[src/rcw_params.svh]
// Contract
// value-write-unlock set lets time writes land; clear blocks them, contents kept
// value-write-unlock can only be set while the unlock sequence is active
// module enable bit is writable only while value-write-unlock is 1
// rollover-read-hazard reads 1 when a ripple may hit a read, else 0
// software reads twice while hazard is 1 and trusts only matching data
// read-only half-second flag is 1 in second half of each second
// any write to the seconds field clears the half-second flag
// clock-output-enable 1 drives the clock output onto its pin, 0 disables it; the code drives the pin only while module enable is also 1
// control register returns to reset values only on power-on reset
// at 1:1 divisor software skips one access after clearing enable
// unlock sequence active arrives as one level input from unlock logic
`ifndef RCW_PARAMS_SVH
`define RCW_PARAMS_SVH

// ----------------------------------------------------------------
// register map (byte addresses)
// ----------------------------------------------------------------
`define RCW_OFS_CONTROL   4'h0
`define RCW_OFS_TIME      4'h4

// ----------------------------------------------------------------
// control register fields
// ----------------------------------------------------------------
`define RCW_BIT_ON        15
`define RCW_BIT_UNLOCK    3
`define RCW_BIT_HAZARD    2
`define RCW_BIT_HALF      1
`define RCW_BIT_OE        0
`define RCW_CONTROL_RST   32'h0000_0000

// ----------------------------------------------------------------
// time value register fields
// ----------------------------------------------------------------
`define RCW_SEC_LSB       8
`define RCW_MIN_LSB       16
`define RCW_HOUR_LSB      24
`define RCW_TIME_MASK     32'h1F7F_7F00
`define RCW_TIME_RST      32'h0000_0000
`define RCW_SEC_MAX       7'h3B
`define RCW_MIN_MAX       7'h3B
`define RCW_HOUR_MAX      5'h17

// ----------------------------------------------------------------
// timing
// ----------------------------------------------------------------
`define RCW_CLK_PERIOD_NS 50
`define RCW_HALF_SEC_NS   500000000
`define RCW_HAZARD_CYC    32

`endif

[src/rcw_pkg.sv]
package rcw_pkg;

    typedef struct packed {
        logic [3:0]  address;
        logic        read;
        logic        write;
        logic [31:0] writedata;
        logic [3:0]  byteenable;
    } rcw_bus_req_t;

    typedef struct packed {
        logic [4:0] hour;
        logic [6:0] min;
        logic [6:0] sec;
    } rcw_time_t;

    typedef struct packed {
        logic        waitreq;
        logic [31:0] rdata;
        logic        on;
        logic        unlock;
        logic        hazard;
        logic        half;
        logic        oe;
        rcw_time_t   tv;
        logic [31:0] presc;
        logic        clk_out;
        logic        clk_oe_n;
    } rcw_state_t;

endpackage

[src/rcw_ctrl.sv]
// Chosen here: the Avalon-MM slave port and the placing of the registers.
`timescale 1ns/1ps
`default_nettype none
`include "rcw_params.svh"

module rcw_ctrl #(
    parameter int HALF_SEC_CYC = `RCW_HALF_SEC_NS / `RCW_CLK_PERIOD_NS,
    parameter int HAZARD_CYC   = `RCW_HAZARD_CYC
) (
    input  wire logic        mclk_i,
    input  wire logic        sys_rst_i,
    input  wire logic        soft_rst_i,
    input  wire logic        ce_i,
    input  wire logic        wr_seq_active_i,
    input  wire logic [3:0]  avs_address_i,
    input  wire logic        avs_read_i,
    input  wire logic        avs_write_i,
    input  wire logic [31:0] avs_writedata_i,
    input  wire logic [3:0]  avs_byteenable_i,
    output var  logic [31:0] avs_readdata_o,
    output var  logic        avs_waitrequest_o,
    output var  logic        rtc_clk_out_o,
    output var  logic        rtc_clk_oe_n_o
);

    // ----------------------------------------------------------------
    // state and bus bundle
    // ----------------------------------------------------------------
    rcw_pkg::rcw_state_t   s_q;
    rcw_pkg::rcw_state_t   s_d;
    rcw_pkg::rcw_bus_req_t req;

    localparam logic [31:0] HALF_LAST  = 32'(HALF_SEC_CYC - 1);
    localparam logic [31:0] HAZ_START  = 32'(HALF_SEC_CYC - HAZARD_CYC - 1);

    logic        bus_req;
    logic        take_wr;
    logic        wr_ctrl;
    logic        wr_time;
    logic        sec_wr;
    logic        half_tick;
    logic        sec_tick;
    logic [31:0] time_word;
    logic [31:0] ctrl_word;
    logic [31:0] rd_val;
    logic [31:0] be_mask;
    logic [31:0] time_new;

    assign req.address    = avs_address_i;
    assign req.read       = avs_read_i;
    assign req.write      = avs_write_i;
    assign req.writedata  = avs_writedata_i;
    assign req.byteenable = avs_byteenable_i;

    // ----------------------------------------------------------------
    // decode
    // ----------------------------------------------------------------
    assign bus_req = req.read | req.write;
    // a write lands only on the edge where waitrequest is seen low
    assign take_wr = req.write & ~s_q.waitreq;
    assign wr_ctrl = take_wr & (req.address == `RCW_OFS_CONTROL);
    assign wr_time = take_wr & (req.address == `RCW_OFS_TIME);
    // locked writes do not reach the seconds field, so they do not clear the flag
    assign sec_wr  = wr_time & s_q.unlock & req.byteenable[1];

    assign half_tick = s_q.on & (s_q.presc == HALF_LAST);
    assign sec_tick  = half_tick & s_q.half;

    assign time_word = {3'h0, s_q.tv.hour, 1'b0, s_q.tv.min, 1'b0, s_q.tv.sec, 8'h00};
    assign be_mask   = {{8{req.byteenable[3]}}, {8{req.byteenable[2]}},
                        {8{req.byteenable[1]}}, {8{req.byteenable[0]}}};
    assign time_new  = ((time_word & ~be_mask) | (req.writedata & be_mask)) & `RCW_TIME_MASK;

    always_comb
    begin
        ctrl_word                  = `RCW_CONTROL_RST;
        ctrl_word[`RCW_BIT_ON]     = s_q.on;
        ctrl_word[`RCW_BIT_UNLOCK] = s_q.unlock;
        ctrl_word[`RCW_BIT_HAZARD] = s_q.hazard;
        ctrl_word[`RCW_BIT_HALF]   = s_q.half;
        ctrl_word[`RCW_BIT_OE]     = s_q.oe;
    end

    always_comb
    begin
        unique case (req.address)
            `RCW_OFS_CONTROL: rd_val = ctrl_word;
            `RCW_OFS_TIME:    rd_val = time_word;
            default:          rd_val = 32'h0000_0000;
        endcase
    end

    // ----------------------------------------------------------------
    // next state
    // ----------------------------------------------------------------
    always_comb
    begin
        s_d = s_q;

        // bus slave: one wait cycle, then answer
        if (bus_req && s_q.waitreq)
        begin
            s_d.waitreq = 1'b0;
            s_d.rdata   = req.read ? rd_val : 32'h0000_0000;
        end
        else
        begin
            s_d.waitreq = 1'b1;
        end

        // timebase
        if (s_q.on)
        begin
            if (half_tick)
            begin
                s_d.presc = 32'h0000_0000;
                s_d.half  = ~s_q.half;
            end
            else
            begin
                s_d.presc = s_q.presc + 32'h0000_0001;
            end
        end

        // carry ripple seconds -> minutes -> hours
        if (sec_tick)
        begin
            if (s_q.tv.sec >= `RCW_SEC_MAX)
            begin
                s_d.tv.sec = 7'h00;
                if (s_q.tv.min >= `RCW_MIN_MAX)
                begin
                    s_d.tv.min  = 7'h00;
                    s_d.tv.hour = (s_q.tv.hour >= `RCW_HOUR_MAX) ? 5'h00
                                                                 : s_q.tv.hour + 5'h01;
                end
                else
                begin
                    s_d.tv.min = s_q.tv.min + 7'h01;
                end
            end
            else
            begin
                s_d.tv.sec = s_q.tv.sec + 7'h01;
            end
        end

        // software write to the time value register wins over the ripple
        if (wr_time && s_q.unlock)
        begin
            s_d.tv.sec  = time_new[`RCW_SEC_LSB +: 7];
            s_d.tv.min  = time_new[`RCW_MIN_LSB +: 7];
            s_d.tv.hour = time_new[`RCW_HOUR_LSB +: 5];
        end
        if (sec_wr)
        begin
            s_d.half  = 1'b0;
            s_d.presc = 32'h0000_0000;
        end

        // control register write
        if (wr_ctrl)
        begin
            if (req.byteenable[1] && s_q.unlock)
            begin
                s_d.on = req.writedata[`RCW_BIT_ON];
            end
            if (req.byteenable[0])
            begin

                s_d.unlock = req.writedata[`RCW_BIT_UNLOCK] & (s_q.unlock | wr_seq_active_i);
                s_d.oe     = req.writedata[`RCW_BIT_OE];
            end
        end

        // hazard covers the cycles before a seconds ripple
        s_d.hazard = s_q.on & s_q.half & (s_q.presc >= HAZ_START);

        // clock output pin
        s_d.clk_out  = s_q.on & s_q.half;
        s_d.clk_oe_n = ~(s_q.oe & s_q.on);

        // non-power-on reset: bus and timebase only, control kept
        if (soft_rst_i)
        begin
            s_d.waitreq = 1'b1;
            s_d.presc   = 32'h0000_0000;
        end
    end

    // ----------------------------------------------------------------
    // registers
    // ----------------------------------------------------------------
    always_ff @(posedge mclk_i or posedge sys_rst_i)
    begin
        if (sys_rst_i)
        begin
            s_q          <= '0;
            s_q.waitreq  <= 1'b1;
            s_q.clk_oe_n <= 1'b1;
        end
        else if (ce_i)
        begin
            s_q <= s_d;
        end
    end

    assign avs_readdata_o    = s_q.rdata;
    assign avs_waitrequest_o = s_q.waitreq;
    assign rtc_clk_out_o     = s_q.clk_out;
    assign rtc_clk_oe_n_o    = s_q.clk_oe_n;
endmodule

`default_nettype wire

[config.mk]
export PLATFORM = sky130hd
export DESIGN_NAME = rcw_ctrl
export DESIGN_NICKNAME = d
export VERILOG_FILES = /design/src/rcw_pkg.sv /design/src/rcw_ctrl.sv
export VERILOG_INCLUDE_DIRS = /design/src
export SDC_FILE = /design/constraint.sdc
export NUM_CORES = 1
export LEC_CHECK = 0
export ABC_AREA = 1
export BUFFER_PORTS_ARGS = -buffer_cell sky130_fd_sc_hd__clkbuf_2
export CAP_MARGIN = 0
export CORE_UTILIZATION = 40
export DETAILED_ROUTE_END_ITERATION = 6
export PLACE_DENSITY_LB_ADDON = 0.1
export SLEW_MARGIN = 20
export SYNTH_ARGS = -nofsm -noshare
export SYNTH_HDL_FRONTEND = slang
export SYNTH_SLANG_ARGS = --single-unit
export TNS_END_PERCENT = 50
[constraint.sdc]
create_clock -name mclk_i -period 8.86 [get_ports mclk_i]
set_clock_uncertainty 0.2 [all_clocks]
set_input_delay 1.772 -clock mclk_i [delete_from_list [all_inputs] [get_ports mclk_i]]
set_output_delay 1.772 -clock mclk_i [all_outputs]
set_load 0.1 [all_outputs]
==> results of run 1 <==
## stage by stage
stage	setup WS (ps)	area, µm²	hold WS, ps	utilization (%)
6_report	5000	5900	262	44.7
5_1_grt	4850	5900	286	44.7
4_1_cts	5020	5900	258	44.7
3_5_place_dp	4650	5600	250	42.5
3_3_place_gp	4680	5600	241	42.5
2_1_floorplan	4750	5410	219	-
## metal layers
| layer | part of all wire (%) | vias up | GRT usage [%] |
|---|---|---|---|
| met3 | 4.7 | 20 | 3.68 |
| met5 | 0 | - | 0 |
| met2 | 45 | 114 | 32.8 |
| li1 | - | 2421 | - |
| met4 | 2.2 | 0 | 8.25 |
| met1 | 48 | 2228 | 28.7 |
## cell type report
type,count,area [µm²]
Clock buffer,13,280
Clock inverter,3,18.8
Fill cell,1382,7290
Inverter,71,273
Multi-Input combinational cell,540,2700
Sequential cell,83,2080
Tap cell,176,220
Timing Repair Buffer,65,330
## power breakdown
group	internal, µW	switching, µW
registers	383	3.39
clock network	221	156
logic	12.4	58.6
total	617	218
## placed cells by master, fill, tap and decap left out, drive strengths merged, types with 2 or more instances in the layout
cell | Yosys | routed
nand3 | 52 | 52
nand2 | 229 | 229
buf | 45 | 2
ha | 4 | 4
nor2 | 117 | 117
dfstp | 2 | 2
xor2 | 16 | 16
clkinv | 2 | 5
a32o | 12 | 12
inv | 69 | 69
a22oi | 2 | 2
o41ai | 2 | 2
o21ai | 38 | 38
conb | 1 | 8
nand4 | 33 | 33
clkbuf | 5 | 76
dfrtp | 81 | 81
nor3 | 9 | 9
a21oi | 10 | 10
## path summary, 6_finish.rpt
check	slack, ps	end	depth (start not counted)	from
worst min register to register	260	rtc_clk_oe_n_o	1	ctrl_word[0]
min in group asynchronous	1200	async pin	2	sys_rst_i
worst min-delay path	260	rtc_clk_oe_n_o	1	ctrl_word[0]
worst max register to register	6520	s_q[15]	9	avs_waitrequest_o
max in group asynchronous	6140	rtc_clk_out_o	3	sys_rst_i
worst max-delay path	5000	avs_readdata_o[28]	5	ce_i
## synthesized netlist by cell type, drive strengths merged (2+ instances only)
library cell	instances
clkbuf	5
o21ai	38
xor2	16
ha	4
nand3	52
nand4	33
o41ai	2
a22oi	2
nor3	9
a32o	12
nor2	117
dfrtp	81
nand2	229
a21oi	10
inv	69
buf	45
dfstp	2
clkinv	2
## critical path: stages
cell and delay, ps:
sky130_fd_sc_hd__clkbuf_2 610, sky130_fd_sc_hd__nand2_1 150, sky130_fd_sc_hd__a21oi_1 210, sky130_fd_sc_hd__clkinv_1 650, sky130_fd_sc_hd__o41ai_1 490
## logic make-up after synthesis
logic type,share of synthesized area [%]
other cells,0.0697
flops,38.7
buf+inv,11.7
xor+xnor,2.77
compound gates,8.23
fa+ha+maj,0.930
mux,0.209
simple gates,37.5
==> flow_metrics.py, run 1 <==
metrics = {
    "status": {
        "outcome": "finished with violations",
        "failed_checks": "design-rule violations",
    },
    "placement": {
        "port_buffers": 63,
        "detailedPlacementHpwl_um": 10100,
        "globalplace.congestion": 0.915,
        "dp.cells": 935,
    },
    "grt": {
        "grt_remaining_overflow": 0,
        "global_route_wire_length_before_repair_um": 23000,
        "grt_util_all_layers_pct": 20.9,
        "grt_antenna_before_repair": 0,
        "grt_pass1_vias": 4539,
        "grt_max_degree": 60,
    },
    "pwr": {
        "ir_drop_mv": 0.0650,
        "static_power_due_to_leakage_uw": 0.00287,
        "design_power_total_uw": 835,
        "power_density_mw_per_mm2": 141,
    },
    "drt": {
        "detail_route.wl_per_cell_um": 14.4,
        "finalWirelength_um": 13700,
        "ant_nets": 0,
        "routed-via-count": 4783,
        "route.detailed.vias_per_inst": 5.03,
        "drc_errors": 1,
        "detailedRoute.firstPassIterationCount": 7,
        "detail_route.iter0.violations": 328,
    },
    "synthesis": {
        "post_syn_area_mm2": 0.00538,
        "syn_area_per_cell_um2": 7.30,
        "netlist-cell-type-count": 43,
        "ys_seq_area_share_pct": 38.7,
        "yosys_warnings": 0,
        "netlist_top_cells_area": "sky130_fd_sc_hd__dfrtp_1 (38%), sky130_fd_sc_hd__nand2_1 (15%), sky130_fd_sc_hd__nor2_1 (6.9%), sky130_fd_sc_hd__buf_4 (4.9%), sky130_fd_sc_hd__inv_1 (4.2%)",
        "synthCells": 737,
        "synth_ff_type": "sky130_fd_sc_hd__dfrtp_1",
        "synth.ff_latch_count": 83,
        "synthDominantAreaCellType": "sky130_fd_sc_hd__dfrtp_1",
        "synthArstFlopShare_pct": 100,
        "area_share_of_the_largest_cell_type_after_synthesis_pct": 37.7,
        "synth_enable_flop_cells": 0,
    },
    "final_layout": {
        "final-instance-count-excl-fill": 951,
        "antenna_cells_inserted": 0,
        "area_growth_pct": 9.68,
        "finish.net_count": 821,
        "layout-drive-gt1-share_pct": 17.7,
    },
    "clock_tree": {
        "max-clock-path-buffers": 2,
        "cts.repair_timing.setup_buffer_count": 0,
        "clock_buffer_count_from_cts": 9,
        "cts.reportedPaths.clkPinSlew_ps": 60,
        "worst_skew_pair.late_latency_ps": 350,
        "ctsResizeCount": 0,
        "tritoncts": "yes",
        "htree_levels": 3,
        "post_cts_hold_buffer_count": 0,
        "tritoncts_num_sinks": 83,
        "ctsRootBufferMaster": "sky130_fd_sc_hd__clkbuf_16",
    },
    "sta": {
        "timing_max_transition_violations_final": 0,
        "min_period_over_period_pct": 43.6,
        "max_freq_ghz": 0.259,
        "finalHoldViolCount": 0,
        "fin_setup_tns_ps": 0,
        "max_slew_margin_pct": 45.6,
        "rsz0062_at_grt": "false",
        "timing.final.setup_violations": 0,
        "tightest_slew_ps": 816,
        "finalWorstPathRequiredPeriod_ps": 3860,
    },
    "critical_path": {
        "setup.worst_path.start_class": "primary input",
        "end_kind": "flip-flop",
        "crit_path_max_fanout": 32,
        "timing.critical_path.required_ps": 8890,
        "worst-setup-path-type": "primary input to flip-flop",
        "crit_arrival_ps": 3880,
    },
    "floorplan": {
        "chipHeight_um": 118,
        "rows": 42,
        "floorplan.die_area_mm2": 0.0139,
        "initial_utilization_pct": 40.8,
        "die_w_um": 118,
        "core_region_area_mm2": 0.0132,
        "io_pins": 82,
    },
    "min_path": {
        "min_path_type": "flip-flop to flip-flop",
    },
    "flow_run": {
        "drv_cap": 0,
    },
}
(Power assumes the default switching activity.)
==> inputs of run 2 (changes only) <==
==> constraint.sdc (replaced) <==
create_clock -name mclk_i -period 4 [get_ports mclk_i]
set_clock_uncertainty 0.2 [all_clocks]
set_input_delay 0.8 -clock mclk_i [delete_from_list [all_inputs] [get_ports mclk_i]]
set_output_delay 0.8 -clock mclk_i [all_outputs]
set_load 0.1 [all_outputs]
==> flow_metrics.py, run 2 (synthesis results as in run 1) <==
metrics = {
    "final_layout": {
        "layout-drive-gt1-share_pct": 18.1,
        "multiInputGateArea_mm2": 0.00270,
        "final.fill_count": 1383,
        "layout_commonest_cell": "sky130_fd_sc_hd__nand2_1",
        "layout.area.seq_mm2": 0.00208,
        "mostFrequentLayoutCells": "sky130_fd_sc_hd__nand2_1 (218), sky130_fd_sc_hd__nor2_1 (99), sky130_fd_sc_hd__dfrtp_1 (81)",
        "utilization_pct": 44.9,
        "finish.net_count": 825,
        "area_growth_pct": 10.1,
        "antenna_cells_inserted": 0,
    },
    "pwr": {
        "ir_drop_mv": 0.147,
        "power_density_mw_per_mm2": 309,
        "design_power_total_uw": 1830,
        "static_power_due_to_leakage_uw": 0.00287,
    },
    "grt": {
        "global_route_wire_length_before_repair_um": 23100,
        "gr-max-usage-layer": "met2",
        "grt_antenna_before_repair": 0,
        "met1_global_route_usage_pct": 28.2,
        "grt_pass1_vias": 4647,
        "grt_max_degree": 57,
        "use_met3_pct": 3.83,
        "grt_remaining_overflow": 0,
        "grt_util_all_layers_pct": 20.9,
        "use_met2_pct": 32.9,
    },
    "sta": {
        "fin_setup_tns_ps": 0,
        "max_freq_ghz": 0.398,
        "min_period_over_period_pct": 62.8,
        "max_slew_margin_pct": 48.3,
        "timing.final.setup_violations": 0,
        "tightest_slew_ps": 771,
        "finalHoldViolCount": 0,
        "timing_max_transition_violations_final": 0,
        "rsz0062_at_grt": "false",
        "finalWorstPathRequiredPeriod_ps": 2510,
    },
    "critical_path": {
        "worst-setup-path-type": "primary input to flip-flop",
        "crit_arrival_ps": 2540,
        "crit_path_max_fanout": 26,
        "worst_path_max_stage_delay_ps": 650,
        "crit_path_top_delay_cell": "sky130_fd_sc_hd__clkinv_1",
        "setup.worst_path.start_class": "primary input",
        "timing.critical_path.required_ps": 4030,
        "path_cells": "clkbuf_2 > nand2_1 > a21oi_1 > clkinv_1 > o41ai_1",
        "end_kind": "flip-flop",
    },
    "clock_tree": {
        "ctsResizeCount": 0,
        "htree_levels": 3,
        "max-clock-path-buffers": 2,
        "tritoncts_num_sinks": 83,
        "tritoncts": "yes",
        "ctsRootBufferMaster": "sky130_fd_sc_hd__clkbuf_16",
        "clock_buffer_count_from_cts": 9,
        "cts.repair_timing.setup_buffer_count": 0,
        "post_cts_hold_buffer_count": 0,
        "worst_skew_pair.late_latency_ps": 350,
        "cts.reportedPaths.clkPinSlew_ps": 60,
    },
    "floorplan": {
        "floorplan.die_area_mm2": 0.0139,
        "die_w_um": 118,
        "io_pins": 82,
        "core_region_area_mm2": 0.0132,
        "rows": 42,
        "initial_utilization_pct": 40.8,
        "chipHeight_um": 118,
    },
    "drt": {
        "detailedRoute.firstPassIterationCount": 7,
        "detail_route.wl_per_cell_um": 14.5,
        "routed-via-count": 4852,
        "route.detailed.vias_per_inst": 5.08,
        "drc_errors": 1,
        "finalWirelength_um": 13900,
        "detail_route.iter0.violations": 415,
        "ant_nets": 0,
    },
    "placement": {
        "detailedPlacementHpwl_um": 10400,
        "globalplace.congestion": 0.944,
        "port_buffers": 63,
    },
    "flow_run": {
        "drv_cap": 0,
    },
    "min_path": {
        "min_path_type": "flip-flop to flip-flop",
    },
    "status": {
        "outcome": "finished with violations",
        "failed_checks": "design-rule violations",
    },
}
==> run 2: metal layers <==
layer / share of wire, % / wire length, µm
met5: 0 / 0
met4: 2.2 / 306
met3: 4.3 / 603
met2: 45 / 6280
met1: 48 / 6680
==> run 2: final cells by class <==
type                    instances  share of cell area, %
multi-input cells             540                   45.6
flip-flops and latches         83                   35.1
repair buffers                 69                   6.09
inverters                      71                   4.63
clock buffers                  11                   4.27
well taps                     176                   3.72
clock inverters                 5                  0.613
==> run 2: worst paths after layout <==
kind	slack [ps]	cells after the start	startpoint	to
hold reg to reg	260	1	ctrl_word[0]	rtc_clk_oe_n_o
setup / recovery	1490	5	ce_i	avs_readdata_o[28]
hold / removal	260	1	ctrl_word[0]	rtc_clk_oe_n_o
setup reg to reg	1690	4	avs_waitrequest_o	avs_readdata_o[28]
max in group asynchronous	2510	3	sys_rst_i	avs_readdata_o[27]
min in group asynchronous	350	2	sys_rst_i	async pin
==> run 2: per-stage QoR <==
stage	hold WS (ps)	instance area, µm²	cells	setup WS [ps]
after floorplan	219	5410	744	867
after global placement	239	5630	939	1200
after detailed placement	253	5630	939	1080
after CTS	264	5920	955	1460
after global routing	294	5920	955	1190
final	258	5920	955	1490
==> run 2: where the power goes <==
group / internal, µW / switching (µW) / total (µW)
Clock: 455 / 359 / 814
Combinational: 29.8 / 131 / 161
Sequential: 849 / 7.35 / 857
Total: 1330 / 498 / 1830
==> run 2: critical path, delay by kind of cell <==
| family | cells | cell delay (ps) |
|---|---|---|
| buffers and inverters | 2 | 910 |
| and+or+nand+nor | 1 | 110 |
| AOI/OAI and AO/OA | 2 | 710 |
==> inputs of run 3 (changes only) <==
==> constraint.sdc (replaced) <==
create_clock -name mclk_i -period 2.4 [get_ports mclk_i]
set_clock_uncertainty 0.2 [all_clocks]
set_input_delay 0.48 -clock mclk_i [delete_from_list [all_inputs] [get_ports mclk_i]]
set_output_delay 0.48 -clock mclk_i [all_outputs]
set_load 0.1 [all_outputs]
==> flow_metrics.py, run 3 (synthesis results as in run 1) <==
metrics = {
    "clock_tree": {
        "ctsResizeCount": 0,
        "post_cts_hold_buffer_count": 0,
        "clock_buffer_count_from_cts": 9,
        "tritoncts_num_sinks": 83,
        "worst_skew_pair.late_latency_ps": 340,
        "ctsRootBufferMaster": "sky130_fd_sc_hd__clkbuf_16",
        "htree_levels": 3,
        "cts.repair_timing.setup_buffer_count": 0,
        "tritoncts": "yes",
        "cts.reportedPaths.clkPinSlew_ps": 60,
        "max-clock-path-buffers": 2,
    },
    "placement": {
        "detailedPlacementHpwl_um": 10500,
        "globalplace.congestion": 0.918,
        "port_buffers": 63,
    },
    "critical_path": {
        "crit_arrival_ps": 2150,
        "timing.critical_path.required_ps": 2440,
        "worst_path_max_stage_delay_ps": 390,
        "crit_path_max_fanout": 16,
        "setup.worst_path.start_class": "flip-flop",
        "end_kind": "flip-flop",
        "worst-setup-path-type": "flip-flop to flip-flop",
        "crit_path_top_delay_cell": "sky130_fd_sc_hd__dfrtp_1",
        "path_cells": "ha_1 > nand2_1 > nor2_1 > nand2_1 > nor2_2 > nand4_4 > nand2_4 > nand3_2 > nand2_1 > nand2_1",
        "crit_top_cell": "sky130_fd_sc_hd__nand2_1",
    },
    "final_layout": {
        "layout-drive-gt1-share_pct": 18.6,
        "area_growth_pct": 12.0,
        "antenna_cells_inserted": 0,
        "final.fill_count": 1388,
        "layout_commonest_cell": "sky130_fd_sc_hd__nand2_1",
        "mostFrequentLayoutCells": "sky130_fd_sc_hd__nand2_1 (218), sky130_fd_sc_hd__nor2_1 (99), sky130_fd_sc_hd__dfrtp_1 (81)",
        "finish.net_count": 833,
    },
    "pwr": {
        "power_density_mw_per_mm2": 519,
        "ir_drop_mv": 0.322,
        "static_power_due_to_leakage_uw": 0.00293,
        "design_power_total_uw": 3130,
    },
    "floorplan": {
        "die_w_um": 118,
        "initial_utilization_pct": 40.8,
        "rows": 42,
        "floorplan.die_area_mm2": 0.0139,
        "core_region_area_mm2": 0.0132,
        "io_pins": 82,
        "chipHeight_um": 118,
    },
    "drt": {
        "routed-via-count": 4872,
        "detail_route.iter0.violations": 327,
        "detailedRoute.firstPassIterationCount": 5,
        "detail_route.wl_per_cell_um": 14.2,
        "ant_nets": 0,
        "drc_errors": 0,
        "route.detailed.vias_per_inst": 5.06,
        "finalWirelength_um": 13700,
    },
    "grt": {
        "grt_antenna_before_repair": 0,
        "grt_max_degree": 28,
        "grt_pass1_vias": 4641,
        "global_route_wire_length_before_repair_um": 23300,
        "grt_util_all_layers_pct": 21.0,
        "grt_remaining_overflow": 0,
    },
    "sta": {
        "min_period_over_period_pct": 88.1,
        "fin_setup_tns_ps": 0,
        "finalHoldViolCount": 0,
        "tightest_slew_ps": 671,
        "timing.final.setup_violations": 0,
        "max_freq_ghz": 0.473,
        "max_slew_margin_pct": 55.2,
        "finalWorstPathRequiredPeriod_ps": 2110,
        "hold-worst-slack_ps": 22.4,
        "timing_max_transition_violations_final": 0,
        "rsz0062_at_grt": "false",
    },
    "flow_run": {
        "drv_cap": 0,
    },
    "min_path": {
        "min_path_type": "primary input to async pin",
    },
    "status": {
        "outcome": "complete, no violations",
    },
}
==> run 3: cell count changes in the layout (fill, tap and decap cells not counted), sizes merged <==
cell      delta
buf          +8
clkbuf       +2
clkinvlp     -2
inv          -2
bufinv       +1
==> run 3: final cells by class <==
type | count | area, µm² | share of cell area (%)
inverter | 71 | 275 | 4.57
sequential | 83 | 2080 | 34.5
timing repair buffer | 77 | 458 | 7.60
clock inverter | 2 | 35.0 | 0.581
clock buffer | 13 | 260 | 4.32
tap | 176 | 220 | 3.65
multi-input combinational | 540 | 2700 | 44.8
==> run 3: where the power goes <==
group	switching, µW	leakage (µW)	internal, µW	total, µW
registers	11.8	0.00114	1420	1430
clock network	559	0.000146	857	1420
logic	222	0.00164	61.7	284
==> run 3: final timing paths <==
| path | from | to | slack, ps | cells past startpoint |
|---|---|---|---|---|
| setup / recovery | s_q[2] | flip-flop | 290 | 10 |
| hold / removal | sys_rst_i | avs_readdata_o[3] | 20 | 2 |
| setup reg to reg | s_q[2] | flip-flop | 290 | 10 |
| hold reg to reg | ctrl_word[0] | rtc_clk_oe_n_o | 280 | 1 |
| max in group asynchronous | sys_rst_i | avs_waitrequest_o | 1360 | 3 |
| min in group mclk_i | avs_writedata_i[0] | ctrl_word[0] | 190 | 2 |
==> run 3: routing by layer <==
metal	wire length [µm]	global-route usage, %	share of wire (%)
met3	525	2.96	3.8
met5	0	0	0
met1	6610	28.8	48
met2	6290	33.5	46
met4	277	7.85	2.0
==> run 3: critical path: cells and delay by family, from the launching register on <==
family / cells / cell delay (ps)
adders and majority gates: 1 / 180
DFF: 1 / 390
and+or+nand+nor: 9 / 1210
==> run 3: metrics by stage <==
step	worst slack [ps]	std cells	util, %	instance area (µm²)
floorplan	249	744	-	5410
global placement	250	947	43.4	5730
detailed placement	229	947	43.4	5730
CTS	285	962	45.7	6030
global route	120	962	45.7	6030
finish	286	962	45.7	6030
